==> src/rtl/ddc_pkg.sv <==
// Shared constants and types for the DDR2 command decoder.
// Assumes a single 10 MHz clock domain and one asynchronous reset.
`default_nettype none

package ddc_pkg;

  localparam int NBANK     = 4;
  localparam int BA_W      = 2;
  localparam int ADDR_W    = 13;
  localparam int A10_BIT   = 10;
  localparam int BURST_LEN = 4;
  localparam int BURST_CYC = BURST_LEN / 2;

  // Burst counter load and last-beat values
  localparam logic [1:0] BCNT_LOAD = 2'(BURST_CYC);
  localparam logic [1:0] BCNT_LAST = 2'h1;
  localparam logic [1:0] BCNT_IDLE = 2'h0;

  typedef enum logic [3:0] {
    CMD_NOP   = 4'h0,
    CMD_DESEL = 4'h1,
    CMD_MODE  = 4'h2,
    CMD_REF   = 4'h3,
    CMD_SRE   = 4'h4,
    CMD_WAKE  = 4'h5,
    CMD_PRE   = 4'h6,
    CMD_PREA  = 4'h7,
    CMD_ACT   = 4'h8,
    CMD_WR    = 4'h9,
    CMD_WRA   = 4'hA,
    CMD_RD    = 4'hB,
    CMD_RDA   = 4'hC,
    CMD_PDE   = 4'hD,
    CMD_ILL   = 4'hF
  } ddc_cmd_e;

  typedef enum logic [1:0] {
    PW_ACTIVE = 2'h0,
    PW_DOWN   = 2'h1,
    PW_SELF   = 2'h2
  } ddc_pwr_e;

  typedef struct packed {
    logic              cke;
    logic              cs_n;
    logic              ras_n;
    logic              cas_n;
    logic              we_n;
    logic              odt;
    logic [BA_W-1:0]   ba;
    logic [ADDR_W-1:0] addr;
  } ddc_pin_s;

  typedef struct packed {
    ddc_cmd_e          code;
    logic [BA_W-1:0]   ba;
    logic [ADDR_W-1:0] addr;
  } ddc_cmd_s;

  // Pins read as an idle, deselected bus with CKE low until sampled
  localparam ddc_pin_s PIN_RST = '{cke: 1'b0, cs_n: 1'b1, ras_n: 1'b1,
                                   cas_n: 1'b1, we_n: 1'b1, odt: 1'b0,
                                   ba: 2'h0, addr: 13'h0000};
  localparam ddc_cmd_s CMD_RST = '{code: CMD_NOP, ba: 2'h0,
                                   addr: 13'h0000};

endpackage : ddc_pkg

`default_nettype wire

==> src/rtl/ddc_bank.sv <==
// Open-row table: one open flag and one row address per bank.
// Assumes strobes come from the decoder on the same clock edge.
`default_nettype none

module ddc_bank (
  // Clock and reset
  input  wire logic                        mclk,
  input  wire logic                        reset,
  // Bank commands
  input  wire logic                        act,
  input  wire logic                        pre,
  input  wire logic                        pre_all,
  input  wire logic [ddc_pkg::BA_W-1:0]    ba,
  input  wire logic [ddc_pkg::ADDR_W-1:0]  row,
  // Auto precharge at burst end
  input  wire logic                        ap_close,
  input  wire logic [ddc_pkg::BA_W-1:0]    ap_ba,
  // Table state
  output logic [ddc_pkg::NBANK-1:0]        open_o,
  output logic [ddc_pkg::NBANK*ddc_pkg::ADDR_W-1:0] rows_o
);

  logic [ddc_pkg::ADDR_W-1:0] row_r [ddc_pkg::NBANK];
  logic [ddc_pkg::NBANK-1:0]  open_r;
  logic [ddc_pkg::NBANK-1:0]  open_nxt;

  // Activate wins over a same-cycle auto precharge of another burst
  always_comb begin
    open_nxt = open_r;
    if (ap_close) begin
      open_nxt[ap_ba] = 1'b0;
    end
    if (pre_all) begin
      open_nxt = '0;
    end else if (pre) begin
      open_nxt[ba] = 1'b0;
    end
    if (act) begin
      open_nxt[ba] = 1'b1;
    end
  end

  always_ff @(posedge mclk or posedge reset) begin
    if (reset) begin
      open_r <= '0;
    end else begin
      open_r <= open_nxt;
    end
  end

  always_ff @(posedge mclk or posedge reset) begin
    if (reset) begin
      for (int i = 0; i < ddc_pkg::NBANK; i++) begin
        row_r[i] <= '0;
      end
    end else if (act) begin
      row_r[ba] <= row;
    end
  end

  always_comb begin
    for (int i = 0; i < ddc_pkg::NBANK; i++) begin
      rows_o[i*ddc_pkg::ADDR_W +: ddc_pkg::ADDR_W] = row_r[i];
    end
  end

  assign open_o = open_r;

endmodule : ddc_bank

`default_nettype wire

==> src/rtl/ddc_decoder.sv <==
// DDR2 command decoder: samples the command pins each rising edge,
// decodes commands, tracks power state, bursts and open rows.
// Assumes a controller on the far side that keeps its own timing.
//
// Functional notes
// - Command comes only from CS#, RAS#, CAS#, WE#, CKE and A10 sampled each edge.
// - CS# high: no new command taken, running operations continue.
// - CS# low, others high: no-operation, nothing new registered.
// - Mode load: CKE high twice, all low; BA picks register, A is opcode.
// - CS# RAS# CAS# low, WE# high: refresh, or self refresh if CKE falls.
// - Self refresh ends when CKE returns high; exit is asynchronous.
// - Precharge closes addressed bank, or all banks when A10 high.
// - Read: RAS# high, CAS# low, WE# high; A10 high means auto precharge.
// - Write: RAS# high, CAS# low, WE# low; A10 high means auto precharge.
// - CKE fall with idle bus enters power-down; CKE rise with idle bus leaves it.
// - No refresh in power-down; controller bounds its duration.
// - Bursts of four run to completion and are never cut short.
// - ODT never affects decoding; termination is off in self refresh.
// - Activate opens the given row in the given bank until precharge.
`default_nettype none

module ddc_decoder (
  // Clock and reset
  input  wire logic                       mclk,
  input  wire logic                       reset,
  // Command pins
  input  wire logic                       cke,
  input  wire logic                       cs_n,
  input  wire logic                       ras_n,
  input  wire logic                       cas_n,
  input  wire logic                       we_n,
  input  wire logic                       odt,
  input  wire logic [ddc_pkg::BA_W-1:0]   ba,
  input  wire logic [ddc_pkg::ADDR_W-1:0] addr,
  // Decoded command
  output var  ddc_pkg::ddc_cmd_s          cmd_o,
  output logic                            cmd_vld_o,
  output logic                            cmd_drop_o,
  // Mode register load
  output logic                            mode_wr_o,
  output logic [ddc_pkg::BA_W-1:0]        mode_sel_o,
  output logic [ddc_pkg::ADDR_W-1:0]      mode_op_o,
  // Refresh and power
  output logic                            refresh_o,
  output var  ddc_pkg::ddc_pwr_e          power_o,
  output logic                            rterm_on_o,
  // Bursts
  output logic                            burst_busy_o,
  output logic                            burst_rd_o,
  // Bank table
  output logic [ddc_pkg::NBANK-1:0]       bank_open_o,
  output logic [ddc_pkg::NBANK*ddc_pkg::ADDR_W-1:0] bank_rows_o
);

  function automatic ddc_pkg::ddc_cmd_e cmd_decode(
    input logic cp, input logic cc, input logic cs, input logic ras,
    input logic cas, input logic we, input logic a10);
    logic idle;
    idle = cs | (ras & cas & we);
    cmd_decode = ddc_pkg::CMD_ILL;
    if (!cp) begin
      cmd_decode = (cc && idle) ? ddc_pkg::CMD_WAKE : ddc_pkg::CMD_NOP;
    end else if (!cc) begin
      cmd_decode = idle ? ddc_pkg::CMD_PDE : ({ras, cas, we} == 3'h1) ?
                   ddc_pkg::CMD_SRE : ddc_pkg::CMD_ILL;
    end else if (cs) begin
      cmd_decode = ddc_pkg::CMD_DESEL;
    end else begin
      case ({ras, cas, we})
        3'h0:    cmd_decode = ddc_pkg::CMD_MODE;
        3'h1:    cmd_decode = ddc_pkg::CMD_REF;
        3'h2:    cmd_decode = a10 ? ddc_pkg::CMD_PREA : ddc_pkg::CMD_PRE;
        3'h3:    cmd_decode = ddc_pkg::CMD_ACT;
        3'h4:    cmd_decode = a10 ? ddc_pkg::CMD_WRA : ddc_pkg::CMD_WR;
        3'h5:    cmd_decode = a10 ? ddc_pkg::CMD_RDA : ddc_pkg::CMD_RD;
        3'h7:    cmd_decode = ddc_pkg::CMD_NOP;
        default: cmd_decode = ddc_pkg::CMD_ILL;
      endcase
    end
  endfunction : cmd_decode

  function automatic logic is_burst(input ddc_pkg::ddc_cmd_e c);
    is_burst = (c == ddc_pkg::CMD_RD) || (c == ddc_pkg::CMD_RDA) ||
               (c == ddc_pkg::CMD_WR) || (c == ddc_pkg::CMD_WRA);
  endfunction : is_burst

  ddc_pkg::ddc_pin_s pins_in;
  ddc_pkg::ddc_pin_s pin_m_r;
  ddc_pkg::ddc_pin_s pin_s_r;
  logic              cke_prev_r;
  ddc_pkg::ddc_cmd_e dec;
  ddc_pkg::ddc_pwr_e pwr_r;
  ddc_pkg::ddc_pwr_e pwr_nxt;
  ddc_pkg::ddc_cmd_s cmd_r;
  logic              cmd_vld_r;
  logic              cmd_drop_r;
  logic              mode_wr_r;
  logic [ddc_pkg::BA_W-1:0]   mode_sel_r;
  logic [ddc_pkg::ADDR_W-1:0] mode_op_r;
  logic              refresh_r;
  logic              rterm_r;
  logic [1:0]        bcnt_r;
  logic [1:0]        bcnt_nxt;
  logic              burst_busy_r;
  logic              burst_rd_r;
  logic              burst_ap_r;
  logic [ddc_pkg::BA_W-1:0] burst_ba_r;
  logic              sr_flag_r;
  logic              sr_clr;
  logic              sr_m_r;
  logic              sr_s_r;
  logic              sr_d_r;

  // Decode, acceptance and sequencing terms
  wire acc       = (pwr_r == ddc_pkg::PW_ACTIVE);
  wire a10       = pin_s_r.addr[ddc_pkg::A10_BIT];
  wire burst_req = acc && is_burst(dec);
  wire burst_ok  = (bcnt_r <= ddc_pkg::BCNT_LAST);
  wire burst_go  = burst_req && burst_ok;
  wire burst_rej = burst_req && !burst_ok;
  wire ap_close  = (bcnt_r == ddc_pkg::BCNT_LAST) && burst_ap_r;
  wire sre_go    = acc && (dec == ddc_pkg::CMD_SRE);
  wire sr_wake   = !sr_s_r && (sr_d_r || pin_s_r.cke);
  wire take      = acc && !burst_rej &&
                   (dec != ddc_pkg::CMD_NOP) && (dec != ddc_pkg::CMD_DESEL) &&
                   (dec != ddc_pkg::CMD_ILL);
  wire act_go    = acc && (dec == ddc_pkg::CMD_ACT);
  wire pre_go    = acc && (dec == ddc_pkg::CMD_PRE);
  wire prea_go   = acc && (dec == ddc_pkg::CMD_PREA);

  assign pins_in = '{cke: cke, cs_n: cs_n, ras_n: ras_n, cas_n: cas_n,
                     we_n: we_n, odt: odt, ba: ba, addr: addr};

  // ODT is deliberately not an argument of the decode
  assign dec = cmd_decode(cke_prev_r, pin_s_r.cke, pin_s_r.cs_n,
                          pin_s_r.ras_n, pin_s_r.cas_n, pin_s_r.we_n,
                          a10);

  // Two-stage sampling of every pin, then the previous CKE level
  always_ff @(posedge mclk or posedge reset) begin
    if (reset) begin
      pin_m_r    <= ddc_pkg::PIN_RST;
      pin_s_r    <= ddc_pkg::PIN_RST;
      cke_prev_r <= 1'b0;
    end else begin
      pin_m_r    <= pins_in;
      pin_s_r    <= pin_m_r;
      cke_prev_r <= pin_s_r.cke;
    end
  end

  // Self-refresh flag cleared straight by the CKE pin, so wake-up does
  // not wait for a clock that may be stopped during self refresh.
  assign sr_clr = reset | cke;

  always_ff @(posedge mclk or posedge sr_clr) begin
    if (sr_clr) begin
      sr_flag_r <= 1'b0;
    end else if (sre_go) begin
      sr_flag_r <= 1'b1;
    end
  end

  always_ff @(posedge mclk or posedge reset) begin
    if (reset) begin
      sr_m_r <= 1'b0;
      sr_s_r <= 1'b0;
      sr_d_r <= 1'b0;
    end else begin
      sr_m_r <= sr_flag_r;
      sr_s_r <= sr_m_r;
      sr_d_r <= sr_s_r;
    end
  end

  // Power state
  always_comb begin
    pwr_nxt = pwr_r;
    case (pwr_r)
      ddc_pkg::PW_ACTIVE: begin
        if (dec == ddc_pkg::CMD_SRE) begin
          pwr_nxt = ddc_pkg::PW_SELF;
        end else if (dec == ddc_pkg::CMD_PDE) begin
          pwr_nxt = ddc_pkg::PW_DOWN;
        end
      end
      ddc_pkg::PW_DOWN:
        if (dec == ddc_pkg::CMD_WAKE) pwr_nxt = ddc_pkg::PW_ACTIVE;
      ddc_pkg::PW_SELF:
        if (sr_wake) pwr_nxt = ddc_pkg::PW_ACTIVE;
      default: pwr_nxt = ddc_pkg::PW_ACTIVE;
    endcase
  end

  // Burst counter: a new burst may join on the last beat of the old one
  assign bcnt_nxt = burst_go ? ddc_pkg::BCNT_LOAD :
                    (bcnt_r != ddc_pkg::BCNT_IDLE) ? bcnt_r - 2'h1 :
                    ddc_pkg::BCNT_IDLE;

  always_ff @(posedge mclk or posedge reset) begin
    if (reset) begin
      pwr_r      <= ddc_pkg::PW_ACTIVE;
      bcnt_r     <= ddc_pkg::BCNT_IDLE;
      burst_busy_r <= 1'b0;
      burst_rd_r <= 1'b0;
      burst_ap_r <= 1'b0;
      burst_ba_r <= '0;
    end else begin
      pwr_r  <= pwr_nxt;
      bcnt_r <= bcnt_nxt;
      burst_busy_r <= (bcnt_nxt != ddc_pkg::BCNT_IDLE);
      if (burst_go) begin
        burst_rd_r <= (dec == ddc_pkg::CMD_RD) || (dec == ddc_pkg::CMD_RDA);
        burst_ap_r <= (dec == ddc_pkg::CMD_RDA) ||
                      (dec == ddc_pkg::CMD_WRA);
        burst_ba_r <= pin_s_r.ba;
      end
    end
  end

  // Registered command outputs
  always_ff @(posedge mclk or posedge reset) begin
    if (reset) begin
      cmd_r      <= ddc_pkg::CMD_RST;
      cmd_vld_r  <= 1'b0;
      cmd_drop_r <= 1'b0;
      mode_wr_r  <= 1'b0;
      mode_sel_r <= '0;
      mode_op_r  <= '0;
      refresh_r  <= 1'b0;
      rterm_r    <= 1'b0;
    end else begin
      cmd_r      <= '{code: dec, ba: pin_s_r.ba, addr: pin_s_r.addr};
      cmd_vld_r  <= take;
      cmd_drop_r <= burst_rej;
      mode_wr_r  <= acc && (dec == ddc_pkg::CMD_MODE);
      if (acc && (dec == ddc_pkg::CMD_MODE)) begin
        mode_sel_r <= pin_s_r.ba;
        mode_op_r  <= pin_s_r.addr;
      end
      refresh_r  <= acc && (dec == ddc_pkg::CMD_REF);
      rterm_r    <= pin_s_r.odt && (pwr_nxt != ddc_pkg::PW_SELF);
    end
  end

  ddc_bank u_bank (
    .mclk     (mclk),
    .reset    (reset),
    .act      (act_go),
    .pre      (pre_go),
    .pre_all  (prea_go),
    .ba       (pin_s_r.ba),
    .row      (pin_s_r.addr),
    .ap_close (ap_close),
    .ap_ba    (burst_ba_r),
    .open_o   (bank_open_o),
    .rows_o   (bank_rows_o)
  );

  assign cmd_o        = cmd_r;
  assign cmd_vld_o    = cmd_vld_r;
  assign cmd_drop_o   = cmd_drop_r;
  assign mode_wr_o    = mode_wr_r;
  assign mode_sel_o   = mode_sel_r;
  assign mode_op_o    = mode_op_r;
  assign refresh_o    = refresh_r;
  assign power_o      = pwr_r;
  assign rterm_on_o   = rterm_r;
  assign burst_busy_o = burst_busy_r;
  assign burst_rd_o   = burst_rd_r;
endmodule : ddc_decoder

`default_nettype wire

==> config.mk <==
export PLATFORM = sky130hd
export DESIGN_NAME = ddc_decoder
export DESIGN_NICKNAME = d
export VERILOG_FILES = /design/src/rtl/ddc_pkg.sv /design/src/rtl/ddc_bank.sv /design/src/rtl/ddc_decoder.sv
export SDC_FILE = /design/constraint.sdc
export NUM_CORES = 1
export LEC_CHECK = 0
export ABC_AREA = 1
export BUFFER_PORTS_ARGS = -buffer_cell sky130_fd_sc_hd__buf_4
export CAP_MARGIN = 15
export CORE_MARGIN = 3
export CORE_UTILIZATION = 57
export DETAILED_ROUTE_END_ITERATION = 10
export PLACE_DENSITY = 0.85
export SYNTH_ARGS = -nofsm -noshare
export SYNTH_HDL_FRONTEND = slang
export SYNTH_SLANG_ARGS = --single-unit
==> constraint.sdc <==
create_clock -name mclk -period 12.7 [get_ports mclk]
set_input_delay 1.27 -clock mclk [delete_from_list [all_inputs] [get_ports mclk]]
set_output_delay 1.27 -clock mclk [all_outputs]
set_load 0.005 [all_outputs]
==> flow_metrics.tcl, run 1 <==
set metrics [dict create \
    status "complete, no violations" \
    ys_warn_count 0 \
    grt_antenna_before_repair 0 \
    clk_latency_ns 0.53 \
    synth_area_mm2 0.00532 \
    postSynth.asyncResetShare 1.00 \
    required_ns 13.07 \
    fmax_ghz 0.377 \
    antennaDiodeCount 0 \
    critPathKind "register to register" \
    cts_max_path_buffers 2 \
    grt_usage 0.245 \
    cp_num_buf_inv 1 \
    hpwl_um 7920 \
    irDropWorstVdd_mv 0.112 \
    core_area_mm2 0.00889 \
    fin_setup_tns_ns 0 \
    ys_seq_elements 151 \
    yosys_most_used_dff "dfrtp_1" \
    nFillCells 527 \
    fin_crit_ns 2.66 \
    cts_hold_buf 0 \
    post-route-util 0.772 \
    rows 34 \
    grt_overflow 0 \
    finalHoldViolCount 0 \
    period_share 0.209 \
    cts_root_buf "clkbuf_8" \
    nNetsFinal 628 \
    die-area_mm2 0.0105 \
    numCtsBuffers 17 \
    hold_path.class "register to register" \
    stdcell_count 726 \
    finalMaxSlewViolations 0 \
    synthCells 478 \
    slowest_delay_ns 0.77 \
    yosysSeqAreaShare 0.712 \
    finalSetupViolCount 0 \
    drc 0 \
    relSlewSlack 0.346 \
    grt_max_degree 85 \
    slowest_stage "nor2_1" \
    dr_total_vias 3997 \
    fp.dieH_um 103 \
    rsz0062_at_grt "false" \
    synth_edf_count 0 \
    clkSinkCount 151 \
    placed_cells 694 \
    io_buffers 121 \
    via_per_inst 5.51 \
    final_antenna_net_count 0 \
    crit_fanout 31 \
    tightest_slew_ns 0.977 \
    drive_above_1_share 0.288 \
    p_per_area_mw_per_mm2 215 \
    finalPower_w 0.00148 \
    dr.pass1.iters 5 \
    ys_types 27 \
    area_growth_pct 29.0 \
    p_leak_nw 3.55 \
    drv_cap 0 \
    io_pins 122 \
    postCtsSetupBuffers 0 \
    grt_pass1_vias 3906 \
    arrival_ns 3.03 \
    wl_per_cell_um 17.0 \
    syn_avg_cell_area_um2 11.1 \
    initial_core_util 0.599 \
    drtIter0Drc 244 \
    die_width_um 103 \
    worstPathCellList "nor2_1, inv_1, nor2_1, nand2_1, nand2_1, o21ai_1" \
    routed_wl_um 12400 \
    skew_ns 0.0100 \
    end_kind "register" \
    gp_congestion 0.933 \
    cts_resized 0 \
    grt_pass1_wl_um 19400 \
    startpoint_type "register" \
    critPathTopFamily "simple AND/OR/NAND/NOR gates" \
    cts_tree "built" \
    cts_max_level 4 \
    syn_nets 501 \
    clk_pin_slew_worst_paths_ns 0.07 \
]
## placed cells by master, fill, tap and decap left out
master / netlist / routed
a21boi_1: 1 / 1
a21oi_1: 4 / 4
a21oi_2: 1 / 1
buf_4: 0 / 122
bufinv_16: 0 / 1
clkbuf_16: 0 / 16
clkbuf_8: 0 / 1
clkinv_2: 0 / 1
clkinvlp_4: 0 / 3
dfrtp_1: 143 / 143
dfstp_2: 8 / 8
inv_1: 37 / 36
inv_2: 2 / 2
inv_6: 0 / 7
inv_8: 0 / 4
nand2_1: 132 / 132
nand2_2: 4 / 4
nand3_1: 22 / 22
nand3_2: 1 / 1
nand3_4: 1 / 1
nand4_1: 4 / 4
nand4_4: 2 / 2
nor2_1: 20 / 20
nor2_4: 2 / 2
nor2_8: 2 / 2
nor3_1: 1 / 1
o21ai_0: 9 / 9
o21ai_1: 61 / 61
o21bai_1: 4 / 4
o22ai_1: 1 / 1
o31ai_1: 1 / 1
o32ai_1: 1 / 1
## stage by stage
step,setup slack (ns),instance area (um^2),hold slack [ns]
floorplan,7.41,5320,0.331
global placement,9.98,6300,0.332
detailed placement,9.93,6300,0.335
CTS,10.06,6870,0.350
global route,9.67,6870,0.358
finish,10.04,6870,0.350
## synth_stat cells, types with 2 or more instances
cell | count | area (um^2)
inv_1 | 37 | 139
o21ai_0 | 9 | 45.0
nand4_1 | 4 | 25.0
nor2_1 | 20 | 75.1
nand4_4 | 2 | 42.5
nand2_2 | 4 | 25.0
dfstp_2 | 8 | 210
inv_2 | 2 | 7.51
o21ai_1 | 61 | 305
nand3_1 | 22 | 110
dfrtp_1 | 143 | 3580
nand2_1 | 132 | 495
o21bai_1 | 4 | 30.0
buf_6 | 2 | 22.5
nor2_8 | 2 | 40.0
nor2_4 | 2 | 22.5
a21oi_1 | 4 | 20.0
buf_2 | 10 | 50.1
clkbuf_1 | 2 | 7.51
## flip-flops by register name, indices dropped and copies added, names as in the netlist, 2 cells and up
register / count
u_bank.rows_o: 52
pin_m_r: 21
pin_s_r: 20
cmd_o: 19
mode_op_o: 13
u_bank.open_o: 4
bcnt_r: 2
burst_ba_r: 2
mode_sel_o: 2
power_o: 2
## final timing paths
| check | cells past startpoint | endpoint | slack [ns] | startpoint |
|---|---|---|---|---|
| hold reg to reg | 0 | pin_s_r[8] | 0.35 | pin_m_r[8] |
| min in group asynchronous | 2 | sr_flag_r | 0.63 | cke |
| setup reg to reg | 6 | mode_op_o[4] | 10.04 | power_o[0] |
| setup / recovery | 6 | mode_op_o[4] | 10.04 | power_o[0] |
| hold / removal | 0 | pin_s_r[8] | 0.35 | pin_m_r[8] |
| max in group asynchronous | 3 | mode_op_o[2] | 10.56 | reset |
## cells by family (layout without fill, tap and decap cells)
kind of cell,after synthesis,in the layout,synth area share
compound gates,83,83,0.0825
flops,151,151,0.712
buf+inv,53,193,0.0425
simple gates,191,191,0.163
## where the power goes
part           internal [W]  switching [W]  leakage [nW]
Sequential         0.000595      0.0000792          1.86
Clock              0.000268       0.000213         0.274
Combinational      0.000169       0.000154          1.41
## area by class of cell
| cell class | count | area [um^2] | area share |
|---|---|---|---|
| clock buffer | 17 | 414 | 0.0603 |
| clock inverter | 15 | 155 | 0.0226 |
| inverter | 39 | 151 | 0.0220 |
| multi-input combinational | 274 | 1310 | 0.190 |
| sequential | 151 | 3790 | 0.552 |
| tap | 108 | 135 | 0.0197 |
| timing repair buffer | 122 | 916 | 0.133 |
## metal layers
| layer | GRT usage | routed length (um) | vias to the layer above |
|---|---|---|---|
| met5 | 0 | 0 | - |
| met4 | 0.0868 | 231 | 0 |
| met3 | 0.0670 | 896 | 28 |
| met2 | 0.403 | 6280 | 189 |
| met1 | 0.317 | 4960 | 1984 |
| li1 | - | - | 1796 |
No activity file was read; power rests on OpenSTA's default activity.
==> run 2, diff against run 1 <==
Settings changed: ABC_AREA 1 to 0, CORE_UTILIZATION 57 to 48, PLACE_DENSITY 0.85 to 0.76.
Clock period 12.7 ns to 2.4 ns, I/O delays scaled along.
==> run 2 against run 1 <==
The flow now finishes with violations (setup timing). Largest power group unchanged. Setup slack lost 10 ns. Core utilization shrank 2.6 points. Global-route usage shrank 3.7 points. Largest cell class unchanged. Count of clock-buffer cells in the layout is the same. Non-clock buffer count grew 56. Critical path depth grew 2. Synthesized cell count shrank 30%. Sequential power grew to 5.4 times the previous value. Synthesized area grew 0.19%.
==> flow_metrics.tcl, run 2 <==
set metrics [dict create \
    p_int_w 0.00643 \
    ys_warn_count 0 \
    area_growth_pct 47.8 \
    grt_pass1_wl_um 20000 \
    synth_area_mm2 0.00533 \
    hold_path.class "register to register" \
    nFillCells 643 \
    regArea_mm2 0.00379 \
    clk_latency_ns 0.53 \
    slowest_stage "or4_4" \
    grt_overflow 0 \
    finalMaxSlewViolations 0 \
    syn_avg_cell_area_um2 15.9 \
    rows 37 \
    wl_per_cell_um 19.0 \
    grt_antenna_before_repair 0 \
    drv_cap 0 \
    final_common_cell "dfrtp_1" \
    tightest_slew_ns 0.790 \
    nNetsFinal 546 \
    die_width_um 111 \
    swShare 0.266 \
    worstPathCellList "buf_6, nor2b_1, o21bai_2, nand2_1, inv_1, nand3_2, or4_4, mux2_4" \
    syn_nets 359 \
    hpwl_um 7750 \
    final_antenna_net_count 0 \
    period_share 1.02 \
    initial_core_util 0.505 \
    antennaDiodeCount 0 \
    p_seq_frac 0.415 \
    grt_pass1_vias 3744 \
    place_area_mm2 0.00665 \
    placed_cells 607 \
    final_area_mm2 0.00788 \
    startpoint_type "register" \
    synth.most_common_cell "dfrtp_1" \
    finalHoldViolCount 0 \
    pre_cts_slack_ns -0.0601 \
    largest_reg_flops 52 \
    layout_common_cells "dfrtp_1 (142), buf_4 (141), mux2_4 (65)" \
    status "finished with violations" \
    routed_wl_um 12800 \
    rsz0062_at_grt "true" \
    synth_edf_count 0 \
    irDropWorstVdd_mv 0.682 \
    yosys-top-cells-area "dfrtp_1 (67%), mux2_2 (13%), dfstp_2 (3.9%)" \
    drtIter0Drc 206 \
    ys_seq_elements 151 \
    grt_usage 0.208 \
    clkPwrFrac 0.329 \
    multi_input_area_mm2 0.00176 \
    critPathKind "register to register" \
    skew_ns 0.0113 \
    clk_pin_slew_worst_paths_ns 0.07 \
    grt_max_degree 151 \
    postSynth.asyncResetShare 1.00 \
    yosys_most_used_dff "dfrtp_1" \
    synthCells 336 \
    cp_num_buf_inv 2 \
    violations "setup timing" \
    synth_top_area_frac 0.671 \
    fin_crit_ns 2.44 \
    p_comb_frac 0.257 \
    slowest_delay_ns 0.67 \
    finalSetupViolCount 29 \
    dr.pass1.iters 4 \
    io_buffers 121 \
    numCtsBuffers 17 \
    die-area_mm2 0.0124 \
    dr_total_vias 3473 \
    p_per_area_mw_per_mm2 1110 \
    fp.dieH_um 111 \
    core_area_mm2 0.0106 \
    clkSinkCount 151 \
    post-route-util 0.747 \
    p_leak_nw 3.79 \
    via_per_inst 5.17 \
    cts_root_buf "clkbuf_8" \
    cts_tree "built" \
    yosysSeqAreaShare 0.710 \
    drc 0 \
    setup_slack_ns -0.0407 \
    relSlewSlack 0.473 \
    cts_max_level 4 \
    io_pins 122 \
    ys_types 45 \
    hold_ws_ns 0.345 \
    synth_top_area_cell "dfrtp_1" \
    synth.top_cells.by_count "dfrtp_1 (143), mux2_2 (60), a21oi_1 (10), mux2_4 (9), nor2_1 (9)" \
    end_kind "register" \
    rrSetupSlack_ns -0.04 \
    stdcell_count 672 \
    crit_fanout 14 \
    cts_max_path_buffers 2 \
    critPathTopFamily "simple AND/OR/NAND/NOR gates" \
    gp_congestion 0.813 \
    switchingPower_w 0.00233 \
    arrival_ns 2.85 \
    required_ns 2.81 \
    drive_above_1_share 0.541 \
    fmax_ghz 0.410 \
]
==> run 2: cell count changes in the layout (fill, tap and decap cells not counted), moves of 17 or more <==
cell / change
nand3_1: -17
mux2_4: +65
buf_4: +19
dlygate4sd3_1: +23
nand2_1: -124
o21ai_1: -61
inv_1: -31
==> run 2: layer usage <==
layer	vias up	global-route usage	wire length, um
li1	1549	-	-
met1	1777	0.254	5200
met2	118	0.335	6340
met3	29	0.0793	877
met4	0	0.0868	340
met5	-	0	0
==> run 2: cell families after synthesis <==
| logic type | Yosys count | synth area share |
|---|---|---|
| DFF | 151 | 0.710 |
| xor gates and xnor gates | 2 | 0.00329 |
| muxes | 70 | 0.154 |
| and+or+nand+nor | 54 | 0.0608 |
| buffers and inverters | 19 | 0.0185 |
| AOI/OAI and AO/OA | 40 | 0.0530 |
==> run 2: timing repair <==
item	in CTS	in global routing
resized for setup	15	53
setup endpoints to repair	64	74
setup buffers	7	2
hold endpoints to repair	115	0
hold buffers	23	0
pin swaps	5	3
cloned	1	0
==> run 2: worst paths after layout <==
kind	startpoint	end	cells after the start
max	pin_s_r[16]	u_bank.rows_o[4]	8
min	pin_m_r[11]	pin_s_r[11]	0
max reg2reg	pin_s_r[16]	u_bank.rows_o[4]	8
min reg2reg	pin_m_r[11]	pin_s_r[11]	0
max in group asynchronous	reset	u_bank.rows_o[35]	4
min in group asynchronous	reset	a10	4
==> run 2: cell type report <==
cell class	instances	share of cell area
clock buffers	17	0.0525
clock inverters	15	0.0292
inverters	9	0.00540
multi-input cells	166	0.223
flip-flops and latches	151	0.481
well taps	136	0.0216
repair buffers	178	0.188
==> run 2: power by group through the flow <==
stage / combinational [W] / sequential (W) / clock (W)
after CTS: 0.00209 / 0.00361 / 0.00291
after global placement: 0.00193 / 0.00361 / 0
after global routing: 0.00241 / 0.00372 / 0.00304
final: 0.00225 / 0.00363 / 0.00288
after detailed placement: 0.00199 / 0.00364 / 0
after floorplan: 0.000799 / 0.00359 / 0
==> run 2: per-stage QoR <==
step	power, W	setup TNS [ns]
CTS	0.00861	-0.0306
detailed placement	0.00562	-1.60
global route	0.00917	-5.35
finish	0.00875	-0.642
floorplan	0.00439	-8.77
global placement	0.00554	-0.0280
==> run 3, diff against run 2 <==
Settings changed: CORE_UTILIZATION 48 to 53, PLACE_DENSITY 0.76 to 0.8.
Clock period 2.4 ns to 2.5 ns, I/O delays scaled along.
==> run 3 against run 2 <==
The flow now finishes without violations. Worst hold slack improved by 0.0031 ns. Die area shrank 8.9%. Setup slack better by 0.085 ns. Power shrank 6.4%. Global-route usage grew 2.3 points. Cell count down 2.1%. Largest power group unchanged. Via count fell by 1.1%.
==> flow_metrics.tcl, run 3 (synthesis results as in run 2) <==
set metrics [dict create \
    grt_overflow 0 \
    p_int_w 0.00606 \
    cts_max_path_buffers 2 \
    end_kind "register" \
    finalMaxSlewViolations 0 \
    grt_antenna_before_repair 0 \
    wl_met2_um 6680 \
    cts_root_buf "clkbuf_8" \
    clkSinkCount 151 \
    wl_met1_um 5010 \
    drc 0 \
    nFillCells 511 \
    cts_tree "built" \
    slowest_delay_ns 0.55 \
    p_leak_nw 3.65 \
    critPathKind "register to register" \
    critPathTopFamily "compound AO/OA/AOI/OAI gates" \
    fmax_ghz 0.407 \
    die-area_mm2 0.0113 \
    fin_crit_ns 2.46 \
    clkPwrFrac 0.335 \
    startpoint_type "register" \
    via_per_inst 5.22 \
    final_antenna_net_count 0 \
    fp.dieH_um 106 \
    slowest_stage "dfstp_2" \
    wl_met3_um 649 \
    p_per_area_mw_per_mm2 1080 \
    finalSetupViolCount 0 \
    required_ns 2.91 \
    gp_congestion 0.857 \
    period_share 0.982 \
    p_comb_frac 0.239 \
    p_seq_frac 0.426 \
    rsz0062_at_grt "true" \
    multi_input_area_mm2 0.00155 \
    layout_common_cells "dfrtp_1 (142), buf_4 (139), mux2_2 (42)" \
    cp_num_buf_inv 3 \
    drive_above_1_share 0.516 \
    worstPathCellList "nor2b_1, a311o_1, a31oi_4, nand3_2, buf_6, nor4_4, buf_4, clkbuf_16, mux2_2" \
    placed_cells 600 \
    area_growth_pct 42.5 \
    cts_max_level 4 \
    status "complete, no violations" \
    clk_pin_slew_worst_paths_ns 0.06 \
    nNetsFinal 539 \
    final_common_cell "dfrtp_1" \
    grt_max_degree 110 \
    crit_fanout 6 \
    switchingPower_w 0.00213 \
    stdcell_count 658 \
    hold_path.class "register to register" \
    grt_usage 0.231 \
    dr.pass1.iters 4 \
    finalHoldViolCount 0 \
    regArea_mm2 0.00379 \
    drv_cap 0 \
    irDropWorstVdd_mv 0.754 \
    post-route-util 0.800 \
    largest_reg_flops 52 \
    numCtsBuffers 17 \
    antennaDiodeCount 0 \
    swShare 0.260 \
    dr.max_layer_used "met4" \
    dr_total_vias 3435 \
    initial_core_util 0.561 \
    routed_wl_um 12600 \
    io_buffers 121 \
    core_area_mm2 0.00950 \
    hpwl_um 7760 \
    arrival_ns 2.86 \
    drtIter0Drc 102 \
    die_width_um 106 \
    clk_latency_ns 0.52 \
    grt_pass1_vias 3671 \
    tightest_slew_ns 0.550 \
    relSlewSlack 0.633 \
    wl_per_cell_um 19.1 \
    grt_pass1_wl_um 19600 \
    rows 35 \
    skew_ns 0.00763 \
    io_pins 122 \
]
-- run 3: cell count changes in the layout (fill, tap and decap cells not counted), sizes merged --
cell	before	now
clkbuf	17	20
buf	155	147
inv	17	11
bufinv	4	5
clkinv	1	4
-- run 3: worst reg2reg max path, stage by stage (launching register included) --
cell and delay [ns]:
dfstp_2 0.55, nor2b_1 0.05, a311o_1 0.36, a31oi_4 0.24, nand3_2 0.12, buf_6 0.15
nor4_4 0.19, buf_4 0.19, clkbuf_16 0.16, mux2_2 0.34
-- run 3: cell type report --
class | instances | area share
Sequential cell | 151 | 0.499
Timing Repair Buffer | 171 | 0.186
Tap cell | 129 | 0.0212
Clock inverter | 13 | 0.0288
Clock buffer | 19 | 0.0555
Inverter | 9 | 0.00527
Multi-Input combinational cell | 166 | 0.204
-- run 3: final timing paths --
path / start / end / slack (ns) / cells after the start
max: pin_s_r[16] / u_bank.rows_o[17] / 0.04 / 9
min: pin_m_r[5] / pin_s_r[5] / 0.35 / 0
max reg2reg: pin_s_r[16] / u_bank.rows_o[17] / 0.04 / 9
min reg2reg: pin_m_r[5] / pin_s_r[5] / 0.35 / 0
max in group asynchronous: reset / u_bank.rows_o[2] / 1.61 / 4
min in group asynchronous: reset / u_bank.rows_o[36] / 0.46 / 4
-- run 3: what timing repair did --
item	4_1_cts	5_1_grt
resized for setup	0	26
hold buffers	23	0
hold endpoints to repair	164	0
buffers inserted	0	2
endpoints found under the setup margin	0	63
-- run 3: metal layers --
metal | vias up | GRT usage
met3 | 16 | 0.0704
met1 | 1771 | 0.269
met4 | 0 | 0.0842
met2 | 105 | 0.402
li1 | 1543 | -
met5 | - | 0
-- run 3: through the flow --
stage	hold WS (ns)	instance area, um^2	worst slack (ns)	total power [W]	setup TNS (ns)
5_1_grt	0.351	7600	-0.0525	0.00856	-0.830
4_1_cts	0.350	7460	0.0529	0.00813	0
3_3_place_gp	0.152	6590	0.109	0.00523	0
6_report	0.348	7600	0.0445	0.00820	0
2_1_floorplan	0.00775	5360	-0.121	0.00415	-4.10
3_5_place_dp	0.152	6590	0.0717	0.00531	0
-- run 3: power groups by stage --
stage          registers [W]  clock network [W]  logic [W]
2_1_floorplan        0.00345                  0   0.000702
3_3_place_gp         0.00345                  0    0.00177
3_5_place_dp         0.00348                  0    0.00183
4_1_cts              0.00347            0.00278    0.00189
5_1_grt              0.00356            0.00290    0.00210
6_report             0.00349            0.00275    0.00196
